### src/shared/mpwm_defines.svh
`ifndef MPWM_DEFINES_SVH
`define MPWM_DEFINES_SVH

// Register indexes on the plain register port.
`define MPWM_ADDR_TBCON 3'h0
`define MPWM_ADDR_COUNT 3'h1
`define MPWM_ADDR_PERIOD 3'h2
`define MPWM_ADDR_SECMP 3'h3
`define MPWM_ADDR_PAIRCFG 3'h4
`define MPWM_ADDR_STATUS 3'h5

// Time base control field positions.
`define MPWM_TB_ON_BIT 15
`define MPWM_TB_IDLE_BIT 13
`define MPWM_TB_POST_HI 7
`define MPWM_TB_POST_LO 4
`define MPWM_TB_PRE_HI 3
`define MPWM_TB_PRE_LO 2
`define MPWM_TB_MODE_HI 1
`define MPWM_TB_MODE_LO 0

// Count, period and compare fields.
`define MPWM_DIR_BIT 15
`define MPWM_VAL_HI 14

// Pair configuration field positions.
`define MPWM_PMOD_LO 8
`define MPWM_PENH_LO 4
`define MPWM_PENL_LO 0

// Prescale terminal counts, one less than the division ratio in instruction cycles.
`define MPWM_PRE_DIV1 7'h00
`define MPWM_PRE_DIV4 7'h03
`define MPWM_PRE_DIV16 7'h0f
`define MPWM_PRE_DIV64 7'h3f

`endif

### src/shared/mpwm_pkg.sv
package mpwm_pkg;
  // Time base count modes.
  typedef enum logic [1:0] {
    MPWM_MODE_FREE = 2'h0,
    MPWM_MODE_SINGLE = 2'h1,
    MPWM_MODE_UPDN = 2'h2,
    MPWM_MODE_UPDN_DBL = 2'h3
  } mpwm_mode_t;
endpackage

### src/verilog/mpwm_pair_out.sv
`timescale 1ns/1ns
`include "mpwm_defines.svh"

// Maps the duty generator levels onto high/low pin pairs.
module mpwm_pair_out
  import mpwm_pkg::*;
#(
  parameter int NPAIR = 3
) (
  input wire logic clk,
  input wire logic nrst,
  input wire logic [NPAIR-1:0] duty_level,
  input wire logic [NPAIR-1:0] low_level,
  input wire logic [NPAIR-1:0] indep_sel,
  input wire logic [NPAIR-1:0] high_en,
  input wire logic [NPAIR-1:0] low_en,
  output logic [NPAIR-1:0] high_side_output,
  output logic [NPAIR-1:0] low_side_output,
  output logic [NPAIR-1:0] high_side_oe,
  output logic [NPAIR-1:0] low_side_oe
);

  // Registered pins; complementary pairs invert the high level for the low pin.
  always_ff @(posedge clk or negedge nrst) begin
    if (!nrst) begin
      high_side_output <= '0;
      low_side_output <= '0;
      high_side_oe <= '0;
      low_side_oe <= '0;
    end else begin
      high_side_output <= duty_level;
      low_side_output <= (indep_sel & low_level) | (~indep_sel & ~duty_level);
      high_side_oe <= high_en;
      low_side_oe <= low_en;
    end
  end

endmodule

### src/verilog/mpwm_time_base.sv
// Chosen here: the register addresses and strobed register access.
`timescale 1ns/1ns
`include "mpwm_defines.svh"

// Overview of operation
// - Six-output unit has three duty pairs
// - Two-output unit has one duty pair
// - Complementary pair: low is inverted high
// - Idle-halt bit stops counting in idle
// - Postscale divides period events by field+1
// - Prescale gives 1, 4, 16, 64 cycles
// - Modes 10/11 up/down; 11 interrupts twice
// - Count bit 15 shows direction, read-only
// - Count value is writable 15-bit field
// - Period is 15 bits; bit 15 zero
// - Trigger when compare equals count
// - Trigger needs direction bit to match
// - High pin enables, reset to strap value
// - Low pin enables, zero releases pin
// - Pin enable reset follows configuration strap
module mpwm_time_base
  import mpwm_pkg::*;
#(
  parameter int NPAIR = 3,
  parameter int CW = 15
) (
  input wire logic clk,
  input wire logic nrst,
  input wire logic [2:0] reg_addr,
  input wire logic [15:0] reg_wdata,
  input wire logic reg_wr,
  input wire logic reg_rd,
  output logic [15:0] reg_rdata,
  input wire logic cpu_idle,
  input wire logic pin_strap,
  input wire logic [NPAIR-1:0] duty_level,
  input wire logic [NPAIR-1:0] low_level,
  output logic [NPAIR-1:0] high_side_output,
  output logic [NPAIR-1:0] low_side_output,
  output logic [NPAIR-1:0] high_side_oe,
  output logic [NPAIR-1:0] low_side_oe,
  output logic period_event,
  output logic special_trigger,
  output logic [CW-1:0] count_out,
  output logic count_direction
);

  // Control fields.
  logic time_base_on_r;
  logic idle_halt_select_r;
  logic [3:0] output_postscale_sel_r;
  logic [1:0] input_prescale_sel_r;
  mpwm_mode_t count_mode_sel_r;
  logic [CW-1:0] time_base_count_value_r;
  logic count_direction_r;
  logic [CW-1:0] period_value_r;
  logic trigger_direction_r;
  logic [CW-1:0] trigger_compare_value_r;
  logic [NPAIR-1:0] indep_sel_r;
  logic [NPAIR-1:0] high_pin_enable_r;
  logic [NPAIR-1:0] low_pin_enable_r;
  logic strap_done_r;
  logic [6:0] pre_cnt_r;
  logic [3:0] post_cnt_r;
  logic period_event_r;
  logic special_trigger_r;
  logic [6:0] pre_lim;
  logic tick;
  logic run;
  logic at_top;
  logic at_bottom;
  logic base_event;
  logic [CW-1:0] count_nxt;
  logic dir_nxt;
  logic stop_nxt;

  // Prescale ratio decode, kept as a function for reuse and clarity.
  function automatic logic [6:0] pre_limit(input logic [1:0] sel);
    case (sel)
      2'h0: pre_limit = `MPWM_PRE_DIV1;
      2'h1: pre_limit = `MPWM_PRE_DIV4;
      2'h2: pre_limit = `MPWM_PRE_DIV16;
      default: pre_limit = `MPWM_PRE_DIV64;
    endcase
  endfunction

  // Up/down test used for both count decode and event decode.
  function automatic logic is_updn(input mpwm_mode_t m);
    is_updn = (m == MPWM_MODE_UPDN) || (m == MPWM_MODE_UPDN_DBL);
  endfunction

  // The idle input comes from the core on this clock, so it needs no synchroniser.
  assign run = time_base_on_r && !(idle_halt_select_r && cpu_idle);
  assign pre_lim = pre_limit(input_prescale_sel_r);
  assign tick = run && (pre_cnt_r == pre_lim);
  assign at_top = (time_base_count_value_r >= period_value_r);
  assign at_bottom = (time_base_count_value_r == '0);

  // Prescaler: counts instruction cycles between time base advances.
  always_ff @(posedge clk or negedge nrst) begin
    if (!nrst) begin
      pre_cnt_r <= '0;
    end else if (!run || tick) begin
      pre_cnt_r <= '0;
    end else begin
      pre_cnt_r <= pre_cnt_r + 7'h01;
    end
  end

  // Next count, direction and raw period event per mode.
  always_comb begin
    count_nxt = time_base_count_value_r;
    dir_nxt = count_direction_r;
    stop_nxt = 1'b0;
    base_event = 1'b0;
    if (tick) begin
      if (is_updn(count_mode_sel_r)) begin
        if (!count_direction_r) begin
          if (at_top) begin
            dir_nxt = 1'b1;
            count_nxt = time_base_count_value_r - 1'b1;
          end else begin
            // The top event fires on arrival at the period, as the bottom one does
            // at zero, so the two half-period updates stay evenly spaced.
            count_nxt = time_base_count_value_r + 1'b1;
            base_event = (count_mode_sel_r == MPWM_MODE_UPDN_DBL) &&
              (count_nxt >= period_value_r);
          end
        end else begin
          if (time_base_count_value_r <= 15'h0001) begin
            dir_nxt = 1'b0;
            count_nxt = '0;
            base_event = 1'b1;
          end else begin
            count_nxt = time_base_count_value_r - 1'b1;
          end
        end
      end else if (at_top) begin
        count_nxt = '0;
        base_event = 1'b1;
        stop_nxt = (count_mode_sel_r == MPWM_MODE_SINGLE);
      end else begin
        count_nxt = time_base_count_value_r + 1'b1;
      end
    end
  end

  // Count and direction; software writes the value, never the direction.
  always_ff @(posedge clk or negedge nrst) begin
    if (!nrst) begin
      time_base_count_value_r <= '0;
      count_direction_r <= 1'b0;
    end else if (reg_wr && reg_addr == `MPWM_ADDR_COUNT) begin
      time_base_count_value_r <= reg_wdata[`MPWM_VAL_HI:0];
    end else begin
      time_base_count_value_r <= count_nxt;
      count_direction_r <= dir_nxt;
    end
  end

  // Control register; single-event mode clears the on bit after one period.
  always_ff @(posedge clk or negedge nrst) begin
    if (!nrst) begin
      time_base_on_r <= 1'b0;
      idle_halt_select_r <= 1'b0;
      output_postscale_sel_r <= '0;
      input_prescale_sel_r <= '0;
      count_mode_sel_r <= MPWM_MODE_FREE;
    end else if (reg_wr && reg_addr == `MPWM_ADDR_TBCON) begin
      time_base_on_r <= reg_wdata[`MPWM_TB_ON_BIT];
      idle_halt_select_r <= reg_wdata[`MPWM_TB_IDLE_BIT];
      output_postscale_sel_r <= reg_wdata[`MPWM_TB_POST_HI:`MPWM_TB_POST_LO];
      input_prescale_sel_r <= reg_wdata[`MPWM_TB_PRE_HI:`MPWM_TB_PRE_LO];
      count_mode_sel_r <= mpwm_mode_t'(reg_wdata[`MPWM_TB_MODE_HI:`MPWM_TB_MODE_LO]);
    end else if (stop_nxt) begin
      time_base_on_r <= 1'b0;
    end
  end

  // Period and special event compare registers.
  always_ff @(posedge clk or negedge nrst) begin
    if (!nrst) begin
      period_value_r <= '0;
      trigger_direction_r <= 1'b0;
      trigger_compare_value_r <= '0;
    end else if (reg_wr) begin
      if (reg_addr == `MPWM_ADDR_PERIOD) begin
        period_value_r <= reg_wdata[`MPWM_VAL_HI:0];
      end
      if (reg_addr == `MPWM_ADDR_SECMP) begin
        trigger_direction_r <= reg_wdata[`MPWM_DIR_BIT];
        trigger_compare_value_r <= reg_wdata[`MPWM_VAL_HI:0];
      end
    end
  end

  // Pair configuration. The pin enable reset value is a strap, which an
  // asynchronous reset cannot load, so it is applied on the first clock after release.
  always_ff @(posedge clk or negedge nrst) begin
    if (!nrst) begin
      indep_sel_r <= '0;
      high_pin_enable_r <= '0;
      low_pin_enable_r <= '0;
      strap_done_r <= 1'b0;
    end else if (!strap_done_r) begin
      strap_done_r <= 1'b1;
      high_pin_enable_r <= {NPAIR{pin_strap}};
      low_pin_enable_r <= {NPAIR{pin_strap}};
    end else if (reg_wr && reg_addr == `MPWM_ADDR_PAIRCFG) begin
      indep_sel_r <= reg_wdata[`MPWM_PMOD_LO +: NPAIR];
      high_pin_enable_r <= reg_wdata[`MPWM_PENH_LO +: NPAIR];
      low_pin_enable_r <= reg_wdata[`MPWM_PENL_LO +: NPAIR];
    end
  end

  // Postscaler: one output pulse every field+1 raw period events.
  always_ff @(posedge clk or negedge nrst) begin
    if (!nrst) begin
      post_cnt_r <= '0;
      period_event_r <= 1'b0;
    end else begin
      period_event_r <= 1'b0;
      if (base_event) begin
        if (post_cnt_r >= output_postscale_sel_r) begin
          post_cnt_r <= '0;
          period_event_r <= 1'b1;
        end else begin
          post_cnt_r <= post_cnt_r + 4'h1;
        end
      end
    end
  end

  // Special event: value match and direction match, one pulse per arrival.
  always_ff @(posedge clk or negedge nrst) begin
    if (!nrst) begin
      special_trigger_r <= 1'b0;
    end else begin
      special_trigger_r <= tick &&
        (count_nxt == trigger_compare_value_r) &&
        (dir_nxt == trigger_direction_r);
    end
  end

  assign period_event = period_event_r;
  assign special_trigger = special_trigger_r;
  assign count_out = time_base_count_value_r;
  assign count_direction = count_direction_r;

  // Read data valid in the cycle after the read strobe; unmapped reads zero.
  always_ff @(posedge clk or negedge nrst) begin
    if (!nrst) begin
      reg_rdata <= '0;
    end else if (reg_rd) begin
      case (reg_addr)
        `MPWM_ADDR_TBCON: reg_rdata <= {time_base_on_r, 1'b0, idle_halt_select_r, 5'h00,
          output_postscale_sel_r, input_prescale_sel_r, count_mode_sel_r};
        `MPWM_ADDR_COUNT: reg_rdata <= {count_direction_r, time_base_count_value_r};
        `MPWM_ADDR_PERIOD: reg_rdata <= {1'b0, period_value_r};
        `MPWM_ADDR_SECMP: reg_rdata <= {trigger_direction_r, trigger_compare_value_r};
        `MPWM_ADDR_PAIRCFG: reg_rdata <= 16'(({indep_sel_r} << `MPWM_PMOD_LO) |
          ({high_pin_enable_r} << `MPWM_PENH_LO) | {low_pin_enable_r});
        default: reg_rdata <= '0;
      endcase
    end else begin
      reg_rdata <= '0;
    end
  end

  // Pair outputs; NPAIR=3 gives the six-output unit, NPAIR=1 the two-output unit.
  mpwm_pair_out #(.NPAIR(NPAIR)) u_pairs (
    .clk(clk),
    .nrst(nrst),
    .duty_level(duty_level),
    .low_level(low_level),
    .indep_sel(indep_sel_r),
    .high_en(high_pin_enable_r),
    .low_en(low_pin_enable_r),
    .high_side_output(high_side_output),
    .low_side_output(low_side_output),
    .high_side_oe(high_side_oe),
    .low_side_oe(low_side_oe)
  );

endmodule

### config.mk
export PLATFORM = sky130hd
export DESIGN_NAME = mpwm_time_base
export DESIGN_NICKNAME = d
export VERILOG_FILES = /design/src/shared/mpwm_pkg.sv /design/src/verilog/mpwm_pair_out.sv /design/src/verilog/mpwm_time_base.sv
export VERILOG_INCLUDE_DIRS = /design/src /design/src/shared
export SDC_FILE = /design/constraint.sdc
export NUM_CORES = 1
export LEC_CHECK = 0
export BUFFER_PORTS_ARGS = -buffer_cell sky130_fd_sc_hd__buf_4
export CORE_ASPECT_RATIO = 0.5
export CORE_UTILIZATION = 55
export CTS_BUF_LIST = sky130_fd_sc_hd__clkbuf_2
export DETAILED_ROUTE_END_ITERATION = 8
export PLACE_DENSITY = 0.79
export SLEW_MARGIN = 10
export SYNTH_ARGS = -nofsm -noshare
export SYNTH_HDL_FRONTEND = slang
export SYNTH_SLANG_ARGS = --single-unit
### constraint.sdc
create_clock -name clk -period 2.7 [get_ports clk]
set_input_delay 0.54 -clock clk [delete_from_list [all_inputs] [get_ports clk]]
set_output_delay 0.54 -clock clk [all_outputs]
set_load 0.03 [all_outputs]
==> results.ini <==
[run_status]
status=finished, violations left
violations=setup timing

[sta]
slew_violations=0
hold_violations=0
fin_crit_sh_pct=126.0
rsz0062_at_grt=yes
worst_slack_ps=-701.8
max_freq_mhz=294.0
finalSetupTns_ps=-4220
finClkSkew_ps=53.45
setup_violations=13
period_minus_slack_ps=3402

[yosys]
yosysWarnings=0
synthCells=752
syn_area_per_cell_um2=9.015
syn-cell-area_um2=6779
synth_edf_count=0
ys_types=73
synth_flop_cell=dfrtp_1
syn_nets=822
ys_ff_latch=108
synth.yosys.seq_area_share_pct=39.87
async_flop_share_pct=100.0

[cts]
cts-root-buf=clkbuf_2
cts_tree=done
clock-sinks=108
worstSkewPairLatency_ps=650
cts_buffer_depth=2
h-tree-depth=3
cts_inserted_buffers=9
cts.clk_slew.worst_paths_ps=340

[layout]
final_layout_size_suffix_gt1_share_pct=41.16
final_common_cell=buf_4
fin_area_um2=9642
layout-area-overhead-vs-synth_pct=42.23
num_antenna_cells=0
mostFrequentLayoutCells=249 x buf_4, 96 x dfrtp_1, 77 x nand2_1
nets=1066
utilization_pct=80.95

[critical_path]
end_kind=flop
r2r-start=count_out[0]
path_class=flop to flop
crit_arrival_ps=4020
cp_data_required_time_ps=3310
critPathLaunchType=flop
timing.rr.end=special_trigger
slowest_delay_ps=520
worstPathMaxFanout=4
worstPathCellList=buf_6 > inv_4 > ha_4 > nand3b_1 > a21oi_2 > o311ai_4 > buf_4 > nand3_2 > buf_6 > buf_6 > o311a_1 > a211oi_2 > mux2i_2 > and4_1 > and4bb_1
ff2ff_path_depth=15
path_common_cell=buf_6
cp_slowest_cell=dfrtp_2
r2r_slack_ps=-700

[global_route]
grt_use_total_pct=41.74
grt_pass1_vias=6928
grt_max_degree=64
grt_antenna_before_repair=0
grt_pass1_wl_um=39590
grt_overflow=0

[route]
drc_errors=0
drt-vias-per-instance=6.334
drt_pre_antenna_iters=7
drt-total-wl_um=26740
vias=7385
drt_iter0_drc=1016
ant_nets=0
wl_per_cell_um=22.93

[place]
place_congestion=1.064
dpl_cell_area_um2=8853
io_buffers=76
dp_slack_ps=-569.1
dp_hpwl_um=19710

[run]
drv_cap=0

[floorplanning]
chipWidth_um=159.0
io_pins=77
row_count=28
die_area_um2=12800
fp.dieH_um=80.51
core_area_um2=11910
initial_core_util_pct=56.91

[power]
p_leak_nw=4.338
pwr_density_cell_nw_per_um2=1018
power_mw=9.816
vdd_ir_drop_max_v=0.0005660

[hold_path]
hp-start=reg_wdata[14]
hold_path_class=input pin to flop
min_path_cells=3
holdPathEnd=count_out[14]

routing by layer:
layer  vias to the layer above  share of wire (%)  track usage, %
met4                         0                3.3           15.48
met3                        94                 13           13.22
li1                       3219                  -               -
met1                      3540                 41           57.24
met5                         -                  0               0
met2                       532                 42           61.58
cells by family (layout without fill, tap and decap cells):
kind of cell / count (synthesis) / count (layout) / share of synthesized area, %
mux: 34 / 34 / 5.703
other cells: 1 / 1 / 0.05532
simple gates: 271 / 271 / 19.75
fa+ha+maj: 39 / 39 / 7.198
buf+inv: 74 / 323 / 4.485
compound gates: 199 / 199 / 19.58
flops: 108 / 108 / 39.87
xor+xnor: 26 / 26 / 3.359
power by group:
group | switching (mW) | internal [mW] | total [mW] | leakage [nW]
Combinational | 3.51 | 3.12 | 6.63 | 2.94
Clock | 0.639 | 0.239 | 0.879 | 0.0778
Sequential | 0.360 | 1.95 | 2.31 | 1.32
repair_timing:
item | CTS | global route
resized for setup | 38 | 53
pin swaps | 22 | 20
endpoints found under the setup margin | 13 | 19
hold endpoints to repair | 27 | 4
hold buffers | 1 | 3
buffers inserted | 18 | 6
registers in the layout (all words and copies together), names as in the netlist:
signal / count
low_pin_enable_r: 3
trigger_direction_r: 1
count_direction: 1
period_event: 1
input_prescale_sel_r: 2
u_pairs.high_side_oe: 3
period_value_r: 15
special_trigger: 1
time_base_on_r: 1
output_postscale_sel_r: 4
pre_cnt_r: 7
u_pairs.low_side_oe: 3
high_pin_enable_r: 3
idle_halt_select_r: 1
u_pairs.high_side_output: 3
u_pairs.low_side_output: 3
reg_rdata: 16
count_out: 15
indep_sel_r: 3
count_mode_sel_r: 2
trigger_compare_value_r: 15
strap_done_r: 1
post_cnt_r: 4
worst max-delay path: cells and delay by family (launching register included):
kind	cells	cell delay (ps)
flops	1	520
compound gates	4	980
fa+ha+maj	1	100
mux	1	420
buf+inv	5	650
simple gates	4	720
synthesized netlist by cell type, types with 5 or more instances:
cell type  instances  area share, %
nand2_1           80            4.4
xnor2_1           16            2.1
and2_1             7           0.65
nor2_1            67            3.7
mux2i_1            6           0.89
nand4_1           16            1.5
a21oi_1           42            3.1
xor2_1            10            1.3
o31ai_1           10            1.1
o22a_1             6           0.78
dfrtp_1          108             40
a22oi_1           18            2.0
inv_1             31            1.7
clkbuf_1          31            1.7
nor2b_1            9           0.83
and3_1            11            1.0
nor4_1             5           0.46
nand3_1           27            2.0
o21ai_0           60            4.4
ha_1              39            7.2
a21o_1             8           0.89
mux2_2            27            4.5
nor3_1            21            1.6
a211oi_1           5           0.55
buf_2              9           0.66
per-stage QoR:
stage | std cells | hold slack (ps)
floorplan | 752 | 244.4
detailed placement | 1123 | 411.3
CTS | 1157 | 0.3220
global placement | 1123 | 404.2
finish | 1166 | 104.7
global route | 1166 | 56.72
final cells by class:
cell class                 count  area (um2)
sequential                   108        2718
clock buffer                   9       45.04
clock inverter                 7       91.34
tap                          165       206.4
inverter                      31       121.4
fill                         760        2270
timing repair buffer         276        2198
multi-input combinational    570        4262
worst max-delay path by stage:
stage | cells past startpoint | endpoint | startpoint
6_report | 15 | special_trigger | count_out[0]
5_1_grt | 17 | post_cnt_r[2] | count_out[3]
4_1_cts | 15 | special_trigger | count_out[0]
3_5_place_dp | 10 | special_trigger | count_out[3]
3_3_place_gp | 11 | special_trigger | count_out[2]
2_1_floorplan | 13 | special_trigger | count_out[0]
Power figures use the tool's default switching activity.
